--- config.mk ---
export PLATFORM = sky130hd
export DESIGN_NAME = lrc_lockout_ctrl
export DESIGN_NICKNAME = d
export VERILOG_FILES = /design/src/rtl/lrc_pkg.sv /design/src/rtl/lrc_lockout_ctrl.sv
export SDC_FILE = /design/constraint.sdc
export NUM_CORES = 1
export LEC_CHECK = 0
export ABC_CLOCK_PERIOD_IN_PS = 3830
export BUFFER_PORTS_ARGS = -buffer_cell sky130_fd_sc_hd__buf_4
export CAP_MARGIN = 20
export CORE_ASPECT_RATIO = 0.5
export CORE_MARGIN = 3
export CORE_UTILIZATION = 49
export DETAILED_ROUTE_END_ITERATION = 8
export PLACE_DENSITY_LB_ADDON = 0.2
export SETUP_SLACK_MARGIN = 0.02
export SLEW_MARGIN = 20
export SYNTH_ARGS = -nofsm -noshare
export SYNTH_HDL_FRONTEND = slang
export SYNTH_SLANG_ARGS = --single-unit
--- constraint.sdc ---
create_clock -name mclk -period 3.83 [get_ports mclk]
set_clock_uncertainty 0.1 [all_clocks]
set_input_delay 0.1915 -clock mclk [delete_from_list [all_inputs] [get_ports mclk]]
set_output_delay 0.1915 -clock mclk [all_outputs]
set_load 0.01 [all_outputs]
--- src/rtl/lrc_pkg.sv ---
// Constants and types for the lockout and recovery controller.
// Assumes one 50 MHz clock and a power-up reset on rst_b.
//
// Behaviour
// - A lockout drives both safety switch outputs off or keeps them off.
// - During a lockout the display shows a code naming its cause.
// - Recovery needs the internal fault gone and then one valid reset sequence.
// - The receiver clears a lockout on a reset pulse of 1/4 s to 2 s.
// - Power cycling clears a lockout; latch mode then waits for a reset.
// - The emitter uses the reset input only to show A and B codes when held 5 s, and clears only by power cycle.
// - In a lockout, reset held high 5 s or flip held 5 s shows alternating A and B codes.
// - Flip held 5 s while advanced codes show returns to standard codes.
// - Shorted, cross-shorted or overloaded outputs cause an output lockout.
// - Reset input high at power-up locks out with code 2.
// - A critical internal fault turns the safety outputs off at once.
package lrc_pkg;

   // ----------------------------------------------------------------
   // Timing
   // ----------------------------------------------------------------
   localparam int CLK_KHZ      = 50000;
   localparam int RST_MIN_MS   = 250;
   localparam int RST_MAX_MS   = 2000;
   localparam int HOLD_MS      = 5000;
   localparam int ALT_MS       = 500;
   localparam int RST_MIN_CYC  = RST_MIN_MS * CLK_KHZ;
   localparam int RST_MAX_CYC  = RST_MAX_MS * CLK_KHZ;
   localparam int HOLD_CYC     = HOLD_MS * CLK_KHZ;
   localparam int ALT_CYC      = ALT_MS * CLK_KHZ;
   localparam int CNT_W        = 28;

   // ----------------------------------------------------------------
   // Display codes and selection
   // ----------------------------------------------------------------
   localparam logic [7:0] CODE_NONE   = 8'h00;
   localparam logic [7:0] CODE_OUTPUT = 8'h01;
   localparam logic [7:0] CODE_RESET  = 8'h02;
   localparam logic [1:0] DSEL_STD    = 2'h0;
   localparam logic [1:0] DSEL_ADV_A  = 2'h1;
   localparam logic [1:0] DSEL_ADV_B  = 2'h2;

   // ----------------------------------------------------------------
   // Control states
   // ----------------------------------------------------------------
   typedef enum logic [1:0] {
      ST_PWRUP = 2'b00,
      ST_WAIT  = 2'b01,
      ST_RUN   = 2'b10,
      ST_LOCK  = 2'b11
   } lrc_state_type;

endpackage : lrc_pkg

--- src/rtl/lrc_lockout_ctrl.sv ---
// Lockout, recovery and diagnostic display control for one sensor.
// Assumes inputs synchronous to mclk; sense inputs follow the driven
// outputs within one cycle; rst_b is the power-up reset.
`timescale 1ns/1ps
module lrc_lockout_ctrl
   import lrc_pkg::*;
#(
   parameter bit IS_EMITTER = 1'b0,
   parameter int RST_MIN    = RST_MIN_CYC,
   parameter int RST_MAX    = RST_MAX_CYC,
   parameter int HOLD       = HOLD_CYC,
   parameter int ALT        = ALT_CYC
) (
   input  wire logic       mclk,
   input  wire logic       rst_b,
   input  wire logic       latch_mode,
   input  wire logic       run_ok,
   input  wire logic       reset_in,
   input  wire logic       flip_btn,
   input  wire logic       int_fault,
   input  wire logic [7:0] int_code,
   input  wire logic       ssw1_sense,
   input  wire logic       ssw2_sense,
   input  wire logic       overload,
   input  wire logic [7:0] adv_code_a,
   input  wire logic [7:0] adv_code_b,
   output logic            safety_switch_output1_r,
   output logic            safety_switch_output2_r,
   output logic            lockout_r,
   output logic [1:0]      disp_sel_r,
   output logic [7:0]      disp_data_r
);

   // Refuse timings the counters cannot hold
   if (RST_MIN < 1 || RST_MAX <= RST_MIN || HOLD < 1 || ALT < 1 ||
       RST_MAX >= (1 << CNT_W) || HOLD >= (1 << CNT_W) ||
       ALT >= (1 << CNT_W)) begin : g_bad_timing
      $error("lrc_lockout_ctrl: unusable timing parameters");
   end

   function automatic logic [CNT_W-1:0] sat_inc(input logic [CNT_W-1:0] v);
      sat_inc = (&v) ? v : v + 1'b1;
   endfunction : sat_inc

   localparam logic [CNT_W-1:0] MIN_C  = CNT_W'(RST_MIN);
   localparam logic [CNT_W-1:0] MAX_C  = CNT_W'(RST_MAX);
   localparam logic [CNT_W-1:0] HOLD_C = CNT_W'(HOLD);
   localparam logic [CNT_W-1:0] ALT_C  = CNT_W'(ALT - 1);

   lrc_state_type    state_r, state_nxt;
   logic [7:0]       code_r, code_nxt;
   logic [CNT_W-1:0] rcnt_r, fcnt_r, acnt_r;
   logic             rst_d_r, adv_r, phase_r;

   // ----------------------------------------------------------------
   // Fault and reset-pulse decode
   // ----------------------------------------------------------------
   wire drive_on  = safety_switch_output1_r;
   wire out_fault = (ssw1_sense != drive_on) || (ssw2_sense != drive_on) ||
                    (ssw1_sense != ssw2_sense) || overload;
   wire any_fault = int_fault || out_fault;
   wire rst_fall  = rst_d_r && !reset_in;
   wire pulse_ok  = rst_fall && (rcnt_r >= MIN_C) && (rcnt_r <= MAX_C);
   wire reset_ok  = pulse_ok && !IS_EMITTER;
   wire rst_hold5 = reset_in && (rcnt_r == HOLD_C - 1'b1);
   wire flip_hold = flip_btn && (fcnt_r == HOLD_C - 1'b1);
   wire alt_tick  = (acnt_r == ALT_C);

   // ----------------------------------------------------------------
   // State machine
   // ----------------------------------------------------------------
   always_comb begin
      state_nxt = state_r;
      code_nxt  = code_r;
      case (state_r)
         ST_PWRUP: begin
            if (reset_in && !IS_EMITTER) begin
               state_nxt = ST_LOCK;
               code_nxt  = CODE_RESET;
            end else if (int_fault) begin
               state_nxt = ST_LOCK;
               code_nxt  = int_code;
            end else if (latch_mode && !IS_EMITTER) begin
               state_nxt = ST_WAIT;
            end else begin
               state_nxt = ST_RUN;
            end
         end
         ST_WAIT, ST_RUN: begin
            if (int_fault) begin
               state_nxt = ST_LOCK;
               code_nxt  = int_code;
            end else if (state_r == ST_RUN && out_fault) begin
               state_nxt = ST_LOCK;
               code_nxt  = CODE_OUTPUT;
            end else if (state_r == ST_WAIT && reset_ok) begin
               state_nxt = ST_RUN;
            end
         end
         default: begin
            if (reset_ok && !int_fault) begin
               state_nxt = ST_RUN;
               code_nxt  = CODE_NONE;
            end
         end
      endcase
   end

   wire sso_nxt = (state_nxt == ST_RUN) && run_ok && !any_fault &&
                  !IS_EMITTER;

   // ----------------------------------------------------------------
   // Display selection
   // ----------------------------------------------------------------
   wire lock_nxt = (state_nxt == ST_LOCK);
   wire adv_nxt  = lock_nxt && (adv_r ? !flip_hold : (rst_hold5 || flip_hold));
   wire [1:0] dsel_nxt = !adv_nxt ? DSEL_STD :
                         (phase_r ? DSEL_ADV_B : DSEL_ADV_A);
   wire [7:0] ddat_nxt = !adv_nxt ? (lock_nxt ? code_nxt : CODE_NONE) :
                         (phase_r ? adv_code_b : adv_code_a);

   always_ff @(posedge mclk) begin
      if (!rst_b) begin
         state_r <= ST_PWRUP;
         code_r  <= CODE_NONE;
         rst_d_r <= 1'b0;
         rcnt_r  <= '0;
         fcnt_r  <= '0;
         acnt_r  <= '0;
         phase_r <= 1'b0;
         adv_r   <= 1'b0;
      end else begin
         state_r <= state_nxt;
         code_r  <= code_nxt;
         rst_d_r <= reset_in;
         rcnt_r  <= reset_in ? sat_inc(rcnt_r) : '0;
         fcnt_r  <= flip_btn ? sat_inc(fcnt_r) : '0;
         acnt_r  <= alt_tick ? '0 : acnt_r + 1'b1;
         phase_r <= alt_tick ? !phase_r : phase_r;
         adv_r   <= adv_nxt;
      end
   end

   always_ff @(posedge mclk) begin
      if (!rst_b) begin
         safety_switch_output1_r <= 1'b0;
         safety_switch_output2_r <= 1'b0;
         lockout_r               <= 1'b0;
         disp_sel_r              <= DSEL_STD;
         disp_data_r             <= CODE_NONE;
      end else begin
         safety_switch_output1_r <= sso_nxt;
         safety_switch_output2_r <= sso_nxt;
         lockout_r               <= lock_nxt;
         disp_sel_r              <= dsel_nxt;
         disp_data_r             <= ddat_nxt;
      end
   end

   // ----------------------------------------------------------------
   // Assertions
   // ----------------------------------------------------------------
   property p_lock_off;
      @(posedge mclk) disable iff (!rst_b)
      lockout_r |-> !safety_switch_output1_r && !safety_switch_output2_r;
   endproperty
   a_lock_off: assert property (p_lock_off)
      else $error("outputs on during lockout");

   property p_code_shown;
      @(posedge mclk) disable iff (!rst_b)
      lockout_r && disp_sel_r == DSEL_STD |-> disp_data_r == code_r;
   endproperty
   a_code_shown: assert property (p_code_shown)
      else $error("lockout code not displayed");

   property p_recover;
      @(posedge mclk) disable iff (!rst_b)
      state_r == ST_LOCK && reset_ok && !int_fault |=>
         state_r == ST_RUN && !lockout_r;
   endproperty
   a_recover: assert property (p_recover)
      else $error("valid reset did not clear lockout");

   property p_short_pulse;
      @(posedge mclk) disable iff (!rst_b)
      state_r == ST_LOCK && rst_fall && rcnt_r < MIN_C |=> lockout_r;
   endproperty
   a_short_pulse: assert property (p_short_pulse)
      else $error("short reset pulse cleared lockout");

   property p_window;
      @(posedge mclk) disable iff (!rst_b)
      state_r == ST_LOCK && rst_fall && rcnt_r == MIN_C && !int_fault &&
      !IS_EMITTER |=> !lockout_r;
   endproperty
   a_window: assert property (p_window)
      else $error("minimum reset pulse refused");

   property p_latch_pwrup;
      @(posedge mclk) disable iff (!rst_b)
      state_r == ST_PWRUP && latch_mode && !reset_in && !int_fault &&
      !IS_EMITTER |=> state_r == ST_WAIT ##1 !safety_switch_output1_r;
   endproperty
   a_latch_pwrup: assert property (p_latch_pwrup)
      else $error("latch mode ran without manual reset");

   property p_emitter;
      @(posedge mclk) disable iff (!rst_b)
      IS_EMITTER && state_r == ST_LOCK |=> state_r == ST_LOCK;
   endproperty
   a_emitter: assert property (p_emitter)
      else $error("emitter left lockout without power cycle");

   property p_adv_on;
      @(posedge mclk) disable iff (!rst_b)
      state_r == ST_LOCK && !adv_r && rst_hold5 && lock_nxt |=>
         disp_sel_r != DSEL_STD;
   endproperty
   a_adv_on: assert property (p_adv_on)
      else $error("advanced codes not shown");

   property p_adv_off;
      @(posedge mclk) disable iff (!rst_b)
      adv_r && flip_hold |=> disp_sel_r == DSEL_STD;
   endproperty
   a_adv_off: assert property (p_adv_off)
      else $error("flip hold did not restore standard display");

   property p_out_fault;
      @(posedge mclk) disable iff (!rst_b)
      state_r == ST_RUN && out_fault && !int_fault |=>
         lockout_r && code_r == CODE_OUTPUT;
   endproperty
   a_out_fault: assert property (p_out_fault)
      else $error("output fault missed");

   property p_pwrup_rst;
      @(posedge mclk) disable iff (!rst_b)
      state_r == ST_PWRUP && reset_in && !IS_EMITTER |=>
         lockout_r && disp_data_r == CODE_RESET;
   endproperty
   a_pwrup_rst: assert property (p_pwrup_rst)
      else $error("reset input at power-up not caught");

   property p_int_fault;
      @(posedge mclk) disable iff (!rst_b)
      int_fault |=> !safety_switch_output1_r && !safety_switch_output2_r;
   endproperty
   a_int_fault: assert property (p_int_fault)
      else $error("outputs on after internal fault");

   c_run: cover property (@(posedge mclk) disable iff (!rst_b)
      safety_switch_output1_r);
   c_recover: cover property (@(posedge mclk) disable iff (!rst_b)
      state_r == ST_LOCK ##1 state_r == ST_RUN);
   c_adv: cover property (@(posedge mclk) disable iff (!rst_b)
      disp_sel_r == DSEL_ADV_A ##[1:40] disp_sel_r == DSEL_ADV_B);

endmodule : lrc_lockout_ctrl

After elaboration in Yosys (flattened, before gate mapping). Cells that the tools add are included.

Equal/unequal tests: 10. $add $sub $neg: 3. Reduce and logical (&&, ||, !) cells: 29. Bitwise gates (word level): 1. $lt $le $gt $ge: 2. Mux-type cells: 19.

Operator list (number): $add 28x1->28 const B (3); $mux 8 (8); $eq 28x28->1 const B (2); $reduce_and 28->1 (2); $eq 28x25->1 const B (1); $ge 28x24->1 const B (1); $le 28x27->1 const B (1); $mux 2 (8); $pmux 8 s2 (1); $logic_and 1x1->1 (11); $eq 2x2->1 const B (3); $reduce_and 2->1 (3); $logic_not 1->1 (5); $logic_or 1x1->1 (5); $pmux 2 s2 (1); $reduce_or 2->1 (2); $ne 1x1->1 (3); $eq 2x1->1 const B (1); $logic_not 2->1 (1); $mux 1 (1); $not 1->1 (1).

Input port bits: 34. Register bits after elaboration: 109.

Logic depth before layout (Yosys ltp). Gate-level depths: netlist of the first run.

Depth after elaboration: 12. Mapped depth: 10. Mapped depth without buffers: 9.

Worst setup path before layout of the first run. OpenSTA, ideal clock, no wires.

Kind: flip-flop to flip-flop. Start point: reg rcnt_r[24]. End point: reg safety_switch_output2_r. Setup slack: 1.212 ns. Arrival time: 2.430 ns. Cell stages (with the launch flop): 9. Clock period less this slack: 2.618 ns. Cells stage by stage: dfxtp_1 > buf_4 > nand4_2 > or3_1 > or4_4 > a2111oi_4 > or3b_4 > nand3_4 > nor4_2.

Word-level cells in the longest chain between the ends: 11. Elaborated cells between the ends (all ways): 14. Those cells by class: order compare: 2; eq/ne: 1; mux: 5; reduce/logical: 6.

RTL lines: start: declaration (RTL line lrc_lockout_ctrl.sv:52) `logic [CNT_W-1:0] rcnt_r, fcnt_r, acnt_r;`; start signal: assignment (RTL line lrc_lockout_ctrl.sv:136) `rcnt_r <= reset_in ? sat_inc(rcnt_r) : '0;`; $ge 28x24->1 (RTL line lrc_lockout_ctrl.sv:63) `wire pulse_ok = rst_fall && (rcnt_r >= MIN_C) && (rcnt_r <= MAX_C);`; $logic_and 1x1->1 (RTL line lrc_lockout_ctrl.sv:63); $logic_and 1x1->1 * (RTL line lrc_lockout_ctrl.sv:63); $logic_and 1x1->1 (RTL line lrc_lockout_ctrl.sv:96) `end else if (state_r == ST_WAIT && reset_ok) begin`; $mux 2 (RTL line lrc_lockout_ctrl.sv:96); $mux 2 (RTL line lrc_lockout_ctrl.sv:93) `end else if (state_r == ST_RUN && out_fault) begin`; $mux 2 (RTL line lrc_lockout_ctrl.sv:90) `if (int_fault) begin`; $pmux 2 s2 * (RTL line lrc_lockout_ctrl.sv:75) `case (state_r)`; $eq 2x2->1 * (RTL line lrc_lockout_ctrl.sv:109) `wire sso_nxt = (state_nxt == ST_RUN) && run_ok && !any_fault &&`; $logic_and 1x1->1 * (2 in a row) (RTL line lrc_lockout_ctrl.sv:109); end signal: assignment (RTL line lrc_lockout_ctrl.sv:153) `safety_switch_output2_r <= sso_nxt;`; end: declaration (RTL line lrc_lockout_ctrl.sv:28) `output logic safety_switch_output2_r,`.

Every way passes the cells marked *; elsewhere a longest branch is shown, timed or not. A chain may end at the register's enable or synchronous reset.

Worst setup path in the final report of the first run.
Start point: reg rcnt_r[24]. End point: reg disp_data_r[7].

Word-level cells in the longest chain between the ends: 11. Elaborated cells between the ends (all ways): 21. Those cells by class: order compare: 2; eq/ne: 2; mux: 10; reduce/logical: 7.

RTL lines: $ge 28x24->1 (RTL line lrc_lockout_ctrl.sv:63); $logic_and 1x1->1 (2 in a row) (RTL line lrc_lockout_ctrl.sv:63); $logic_and 1x1->1 (RTL line lrc_lockout_ctrl.sv:96); $mux 2 (RTL line lrc_lockout_ctrl.sv:96); $mux 2 (RTL line lrc_lockout_ctrl.sv:93); $mux 2 (RTL line lrc_lockout_ctrl.sv:90); $pmux 2 s2 (RTL line lrc_lockout_ctrl.sv:75); $eq 2x2->1 (RTL line lrc_lockout_ctrl.sv:115) `wire lock_nxt = (state_nxt == ST_LOCK);`; $mux 8 or $logic_and 1x1->1 (tied branches) (RTL line lrc_lockout_ctrl.sv:119, lrc_lockout_ctrl.sv:116); $mux 8 * (RTL line lrc_lockout_ctrl.sv:119) `wire [7:0] ddat_nxt = !adv_nxt ? (lock_nxt ? code_nxt : CODE_NONE) :`; end signal: assignment (RTL line lrc_lockout_ctrl.sv:156) `disp_data_r <= ddat_nxt;`; end: declaration (RTL line lrc_lockout_ctrl.sv:31) `output logic [7:0] disp_data_r`.

Marks and branches as above.

==> results.yml, run 1 <==
sta:
  slew_headroom_pct: 32.73
  layout_min_cycle_time_ns: 3.033
  tightestPinTransition_ns: 1.007
  setup_viol: 0
  finalCritPeriodShare_pct: 79.20
  slew_violations: 0
  tns_ns: 0
  final-hold-violation-count: 0
  rsz0062_at_grt: "no"
  fmax_mhz: 329.7
worst_hold_path:
  hp-class: "input port to flop"
  min-delay-start: "int_code[5]"
synthesis:
  syn_area_per_cell_um2: 8.276
  synthCells: 643
  seq_area_frac_synth_pct: 41.01
  synthAdderAreaFrac_pct: 1.881
  synth-simple-area-share_pct: 31.88
  netlist_area_um2: 5321
  synth_nets: 685
  async_flop_share_pct: 0
  ys_warn_count: 0
  synth_compound_area_share_pct: 9.029
  synth_top_family_by_area: "simple AND/OR/NAND/NOR gates"
  synth_cell_type_count: 52
  synthMuxAreaShare_pct: 1.881
  synthXorXnorAreaFrac_pct: 11.52
  yosys_most_used_dff: "dfxtp_1"
  synth_seq_cells: 109
  synth-edff-count: 0
clocking:
  clk_latency_ns: 0.34
  htree_levels: 3
  cts.repair.resized: 0
  post-cts-setup-buffer-count: 0
  path_clk_slew_ns: 0.08
  numCtsBuffers: 9
  cts_hold_buf: 0
  cts_tree: "yes"
  cts-root-buf: "clkbuf_16"
  cts_sinks: 109
  cts_max_path_buffers: 2
worst_setup_path:
  crit_path_top_delay_cell: "a2111oi_4"
  critPathBufInv: 0
  cp-startpoint: "rcnt_r[24]$_SDFFE_PN0N_"
  slowest_delay_ns: 0.63
  crit_path_end_kind: "flop"
  crit_chain: "nand4_2, or3_1, or4_4, a2111oi_4, nor2_1, o211ai_2, a21oi_1"
  reg2reg_from: "rcnt_r[24]$_SDFFE_PN0N_"
  crit_family: "simple AND/OR/NAND/NOR gates"
  critical_path_class: "flop to flop"
  critPathMaxFanout: 10
  worstPathArrival_ns: 3.15
  cp.required_ns: 3.95
  worst_setup_path_start_kind: "flop"
die:
  fp.dieH_um: 79.69
  initial_core_util_pct: 51.28
  core_area_um2: 10380
  rows: 26
  die_width_um: 153.4
  num_io_pins: 47
  dieArea_um2: 12220
layout:
  area.sequential_um2: 2182
  layout.nets: 723
  n_antenna_cell: 0
  drive_gt1_share_pct: 11.97
  area.growth.synth_to_final_pct: 13.71
  multi_input_area_um2: 2990
  layout_common_cells: "dfxtp_1 (109), nor2_1 (96), nand2_1 (67)"
  fin_util_pct: 58.31
  final_cells: 825
  final_common_cell: "dfxtp_1"
  fillers: 951
grt:
  grt_pass1_wl_um: 19550
  grt_usage_pct: 19.04
  grt-ovfl-total: 0
  grt_pass1_vias: 4232
  antenna_found_initial: 0
  grt_start_max_net_pins: 30
placed_design:
  hpwlAfterDp_um: 8277
  io_buffers: 46
  place.gp.congestion: 0.9018
  placedCellCount: 810
status:
  status: "completed"
route:
  drt-vias-per-instance: 5.535
  via_count: 4566
  drtAntennaViolNets: 0
  drc: 0
  wl_per_cell_um: 14.12
  initialDrtViolationCount: 358
  dr.pass1.iters: 5
  wirelength_um: 11650
run:
  drv_cap: 0
power_and_ir_drop:
  p_leak_nw: 2.156
  ir_drop_v: 0.0002470
  power_density_nw_per_um2: 428.5
  power_mw: 2.593
[kinds of logic (layout without fill, tap and decap cells)]
family | Yosys count | in the layout
xor+xnor | 70 | 70
compound gates | 74 | 74
fa+ha+maj | 8 | 8
buf+inv | 37 | 79
flops | 109 | 109
simple gates | 336 | 336
mux | 9 | 9
[path summary, 6_finish.rpt]
kind | end | slack, ns | depth (start not counted)
max | disp_data_r[7]$_SDFF_PN0_ | 0.80 | 7
min reg2reg | acnt_r[0]$_SDFF_PP0_ | 0.39 | 1
min | code_r[5]$_SDFF_PN0_ | 0.03 | 3
max reg2reg | disp_data_r[7]$_SDFF_PN0_ | 0.80 | 7
[stage by stage]
step           hold WS (ns)  instance area [um^2]  setup slack (ns)
6_report            0.02697                  6051            0.7965
5_1_grt             0.04685                  6051            0.5729
4_1_cts             0.02866                  6051            0.8155
3_5_place_dp         0.3729                  5768            0.8352
3_3_place_gp         0.3679                  5768            0.9409
2_1_floorplan        0.2398                  5321             1.212
[cell usage after synthesis, types with 2 or more instances]
library cell    n  area share (%)
dfxtp_1       109              41
nor2_1         96             6.8
nand2_1        67             4.7
nand3_1        49             4.6
xor2_1         42             6.9
xnor2_1        28             4.6
a21oi_1        25             2.4
nand4_1        22             2.6
nor3_1         21             2.0
and3_1         20             2.4
o21ai_0        17             1.6
clkbuf_1       16             1.1
inv_1          16             1.1
nor4_1         14             1.6
ha_1            8             1.9
mux2_2          8             1.7
nor2b_1         8            0.94
or3_1           7            0.82
a22oi_1         6            0.85
and4_1          6            0.99
or4_1           6            0.85
a211oi_1        4            0.56
a31oi_1         4            0.47
and2_1          4            0.47
a21o_1          3            0.42
nor4_2          3            0.71
o31ai_1         3            0.42
a41oi_1         2            0.33
and4b_1         2            0.38
buf_2           2            0.19
buf_4           2            0.28
nand4b_1        2            0.33
nor3b_1         2            0.28
[tightest hold or removal path, stage by stage]
cell     delay (ns)
buf_4          0.08
a22oi_1        0.06
o21ai_0        0.10
[state kept, by name, indices dropped and copies added (netlist names), 2 cells and up]
signal,flops
acnt_r,28
state_r,2
code_r,8
disp_sel_r,2
disp_data_r,8
fcnt_r,28
rcnt_r,28
[cell type report]
type / count / area share [%]
clock inverter: 6 / 0.9512
clock buffer: 9 / 3.722
timing repair buffer: 48 / 5.955
tap: 140 / 2.895
multi-input combinational: 497 / 49.42
sequential: 109 / 36.06
inverter: 16 / 0.9926
[where the power goes]
group | switching [mW] | internal, mW | total, mW | leakage [nW]
Sequential | 0.0409 | 1.19 | 1.23 | 0.881
Clock | 0.444 | 0.453 | 0.897 | 0.140
Combinational | 0.281 | 0.183 | 0.464 | 1.13
[routing by layer]
| layer | wire length, um | up-vias | track usage [%] |
|---|---|---|---|
| met2 | 5370 | 91 | 31.71 |
| met5 | 0 | - | 0 |
| li1 | - | 2345 | - |
| met4 | 72 | 0 | 3.524 |
| met1 | 5651 | 2119 | 25.54 |
| met3 | 559 | 11 | 4.710 |
Power figures use the tool's default switching activity.
==> run 2, diff against run 1 <==
--- a/config.mk
+++ b/config.mk
@@ -5,7 +5,7 @@
 export SDC_FILE = /design/constraint.sdc
 export NUM_CORES = 1
 export LEC_CHECK = 0
-export ABC_CLOCK_PERIOD_IN_PS = 3830
+export ABC_CLOCK_PERIOD_IN_PS = 3080
 export BUFFER_PORTS_ARGS = -buffer_cell sky130_fd_sc_hd__buf_4
 export CAP_MARGIN = 20
 export CORE_ASPECT_RATIO = 0.5
==> constraint.sdc (replaced) <==
create_clock -name mclk -period 3.08 [get_ports mclk]
set_clock_uncertainty 0.1 [all_clocks]
set_input_delay 0.154 -clock mclk [delete_from_list [all_inputs] [get_ports mclk]]
set_output_delay 0.154 -clock mclk [all_outputs]
set_load 0.01 [all_outputs]
==> run 2 against run 1 <==
Compared with the run above:
- worst hold slack lost 0.0076 ns
- critical path type unchanged
- global-route usage grew 0.56 points
- design area grew 2.2%
- critical endpoint is now disp_data_r[6]$_SDFF_PN0_
- largest cell class unchanged
- first-iteration DRC count grew 20%
==> results.yml, run 2 (synthesis gave the netlist of run 1 again) <==
layout:
  area.growth.synth_to_final_pct: 16.25
  n_antenna_cell: 0
  fillers: 949
  fin_util_pct: 59.61
  layout_common_cells: "dfxtp_1 (109), nor2_1 (96), nand2_1 (67)"
  final_common_cell: "dfxtp_1"
  area.sequential_um2: 2182
  drive_gt1_share_pct: 13.12
  top_regs: "acnt_r (28), fcnt_r (28), rcnt_r (28)"
  layout.nets: 739
  multi_input_area_um2: 2990
sta:
  holdWs_ns: 0.01937
  tightestPinTransition_ns: 0.9072
  layout_min_cycle_time_ns: 2.756
  finalCritPeriodShare_pct: 89.47
  slew_headroom_pct: 39.38
  rsz0062_at_grt: "no"
  timing.final.ws_setup_ns: 0.3242
  setup_viol: 0
  tns_ns: 0
  final-hold-violation-count: 0
  slew_violations: 0
  fmax_mhz: 362.9
route:
  dr.pass1.iters: 4
  wl_per_cell_um: 14.03
  drtAntennaViolNets: 0
  via_count: 4591
  initialDrtViolationCount: 429
  wirelength_um: 11800
  drt-vias-per-instance: 5.459
  drc: 0
clocking:
  cts_max_path_buffers: 2
  post-cts-setup-buffer-count: 0
  path_clk_slew_ns: 0.08
  htree_levels: 3
  cts_sinks: 109
  cts_hold_buf: 6
  cts.repair.resized: 0
  clk_latency_ns: 0.34
  numCtsBuffers: 9
  cts-root-buf: "clkbuf_16"
  cts_tree: "yes"
status:
  status: "completed"
run:
  drv_cap: 0
grt:
  grt_pass1_wl_um: 19980
  grt-ovfl-total: 0
  grt_usage_pct: 19.60
  antenna_found_initial: 0
  grt_pass1_vias: 4344
  grt_start_max_net_pins: 29
die:
  die_width_um: 153.4
  core_area_um2: 10380
  rows: 26
  fp.dieH_um: 79.69
  dieArea_um2: 12220
  initial_core_util_pct: 51.28
  num_io_pins: 47
worst_setup_path:
  worst_setup_path_start_kind: "flop"
  rr_endpoint: "disp_data_r[6]$_SDFF_PN0_"
  reg2reg_from: "rcnt_r[24]$_SDFFE_PN0N_"
  critPathMaxFanout: 8
  crit_end: "disp_data_r[6]$_SDFF_PN0_"
  cp-startpoint: "rcnt_r[24]$_SDFFE_PN0N_"
  rr_worst_depth: 7
  crit_path_end_kind: "flop"
  cp.required_ns: 3.20
  worstPathArrival_ns: 2.87
  rrSetupSlack_ns: 0.32
  critical_path_class: "flop to flop"
power_and_ir_drop:
  p_leak_nw: 2.227
  ir_drop_v: 0.0002770
  swShare_pct: 28.65
  p_seq_share_pct: 47.6
  power_density_nw_per_um2: 519.1
  comb_power_share_pct: 18.1
  power_mw: 3.211
  p_int_mw: 2.291
  p_switching_mw: 0.9199
  clockPowerShare_pct: 34.2
worst_hold_path:
  hp-class: "input port to flop"
placed_design:
  place.gp.congestion: 0.8872
  place_ws_ns: 0.3289
  hpwlAfterDp_um: 8408
  io_buffers: 46
[run 2: changes by cell type in the layout (fill, tap and decap cells not counted), sizes merged]
cell         change
buf             +10
clkbuf           +1
inv              -1
clkinvlp         +2
clkinv           -2
dlygate4sd3      +6
[run 2: routing by layer]
metal	part of all wire [%]	GRT usage, %
met1	48	25.66
met4	1.2	6.079
met5	0	0
met3	4.3	5.089
met2	47	32.06
[run 2: area by class of cell]
cell class / instances / share of cell area, %
multi-input combinational: 497 / 48.34
sequential: 109 / 35.28
timing repair buffer: 64 / 8.010
clock buffer: 10 / 3.863
tap: 140 / 2.832
inverter: 16 / 0.9709
clock inverter: 5 / 0.7079
[run 2: power by group through the flow]
stage	Combinational (mW)	Sequential, mW	Clock (mW)
2_1_floorplan	0.382	1.56	0
6_report	0.582	1.53	1.10
5_1_grt	0.644	1.54	1.21
3_3_place_gp	0.560	1.56	0
3_5_place_dp	0.571	1.56	0
4_1_cts	0.580	1.53	1.13
[run 2: worst min path at each step]
| stage | startpoint | to | slack, ns | depth (start not counted) |
|---|---|---|---|---|
| after global routing | int_code[5] | code_r[5]$_SDFF_PN0_ | 0.02 | 3 |
| final | int_code[5] | code_r[5]$_SDFF_PN0_ | 0.02 | 3 |
| after CTS | int_code[5] | code_r[5]$_SDFF_PN0_ | 0.01 | 3 |
| after detailed placement | int_code[3] | code_r[3]$_SDFF_PN0_ | 0.33 | 3 |
| after global placement | int_code[7] | code_r[7]$_SDFF_PN0_ | 0.33 | 3 |
| after floorplan | rst_b | phase_r$_SDFFE_PN0P_ | 0.20 | 2 |
[run 2: worst max-delay path, stage by stage (launching register included)]
cell and delay (ns):
dfxtp_1 0.46, nand4_2 0.18, or3_1 0.35, or4_4 0.52, a2111oi_4 0.41, nor2_1 0.15, o211ai_2 0.38, a21oi_1 0.08
[run 2: per-stage QoR]
stage,cell area [um^2],cells
floorplan,5321,643
global placement,5843,820
detailed placement,5843,820
CTS,6186,841
global route,6186,841
finish,6186,841
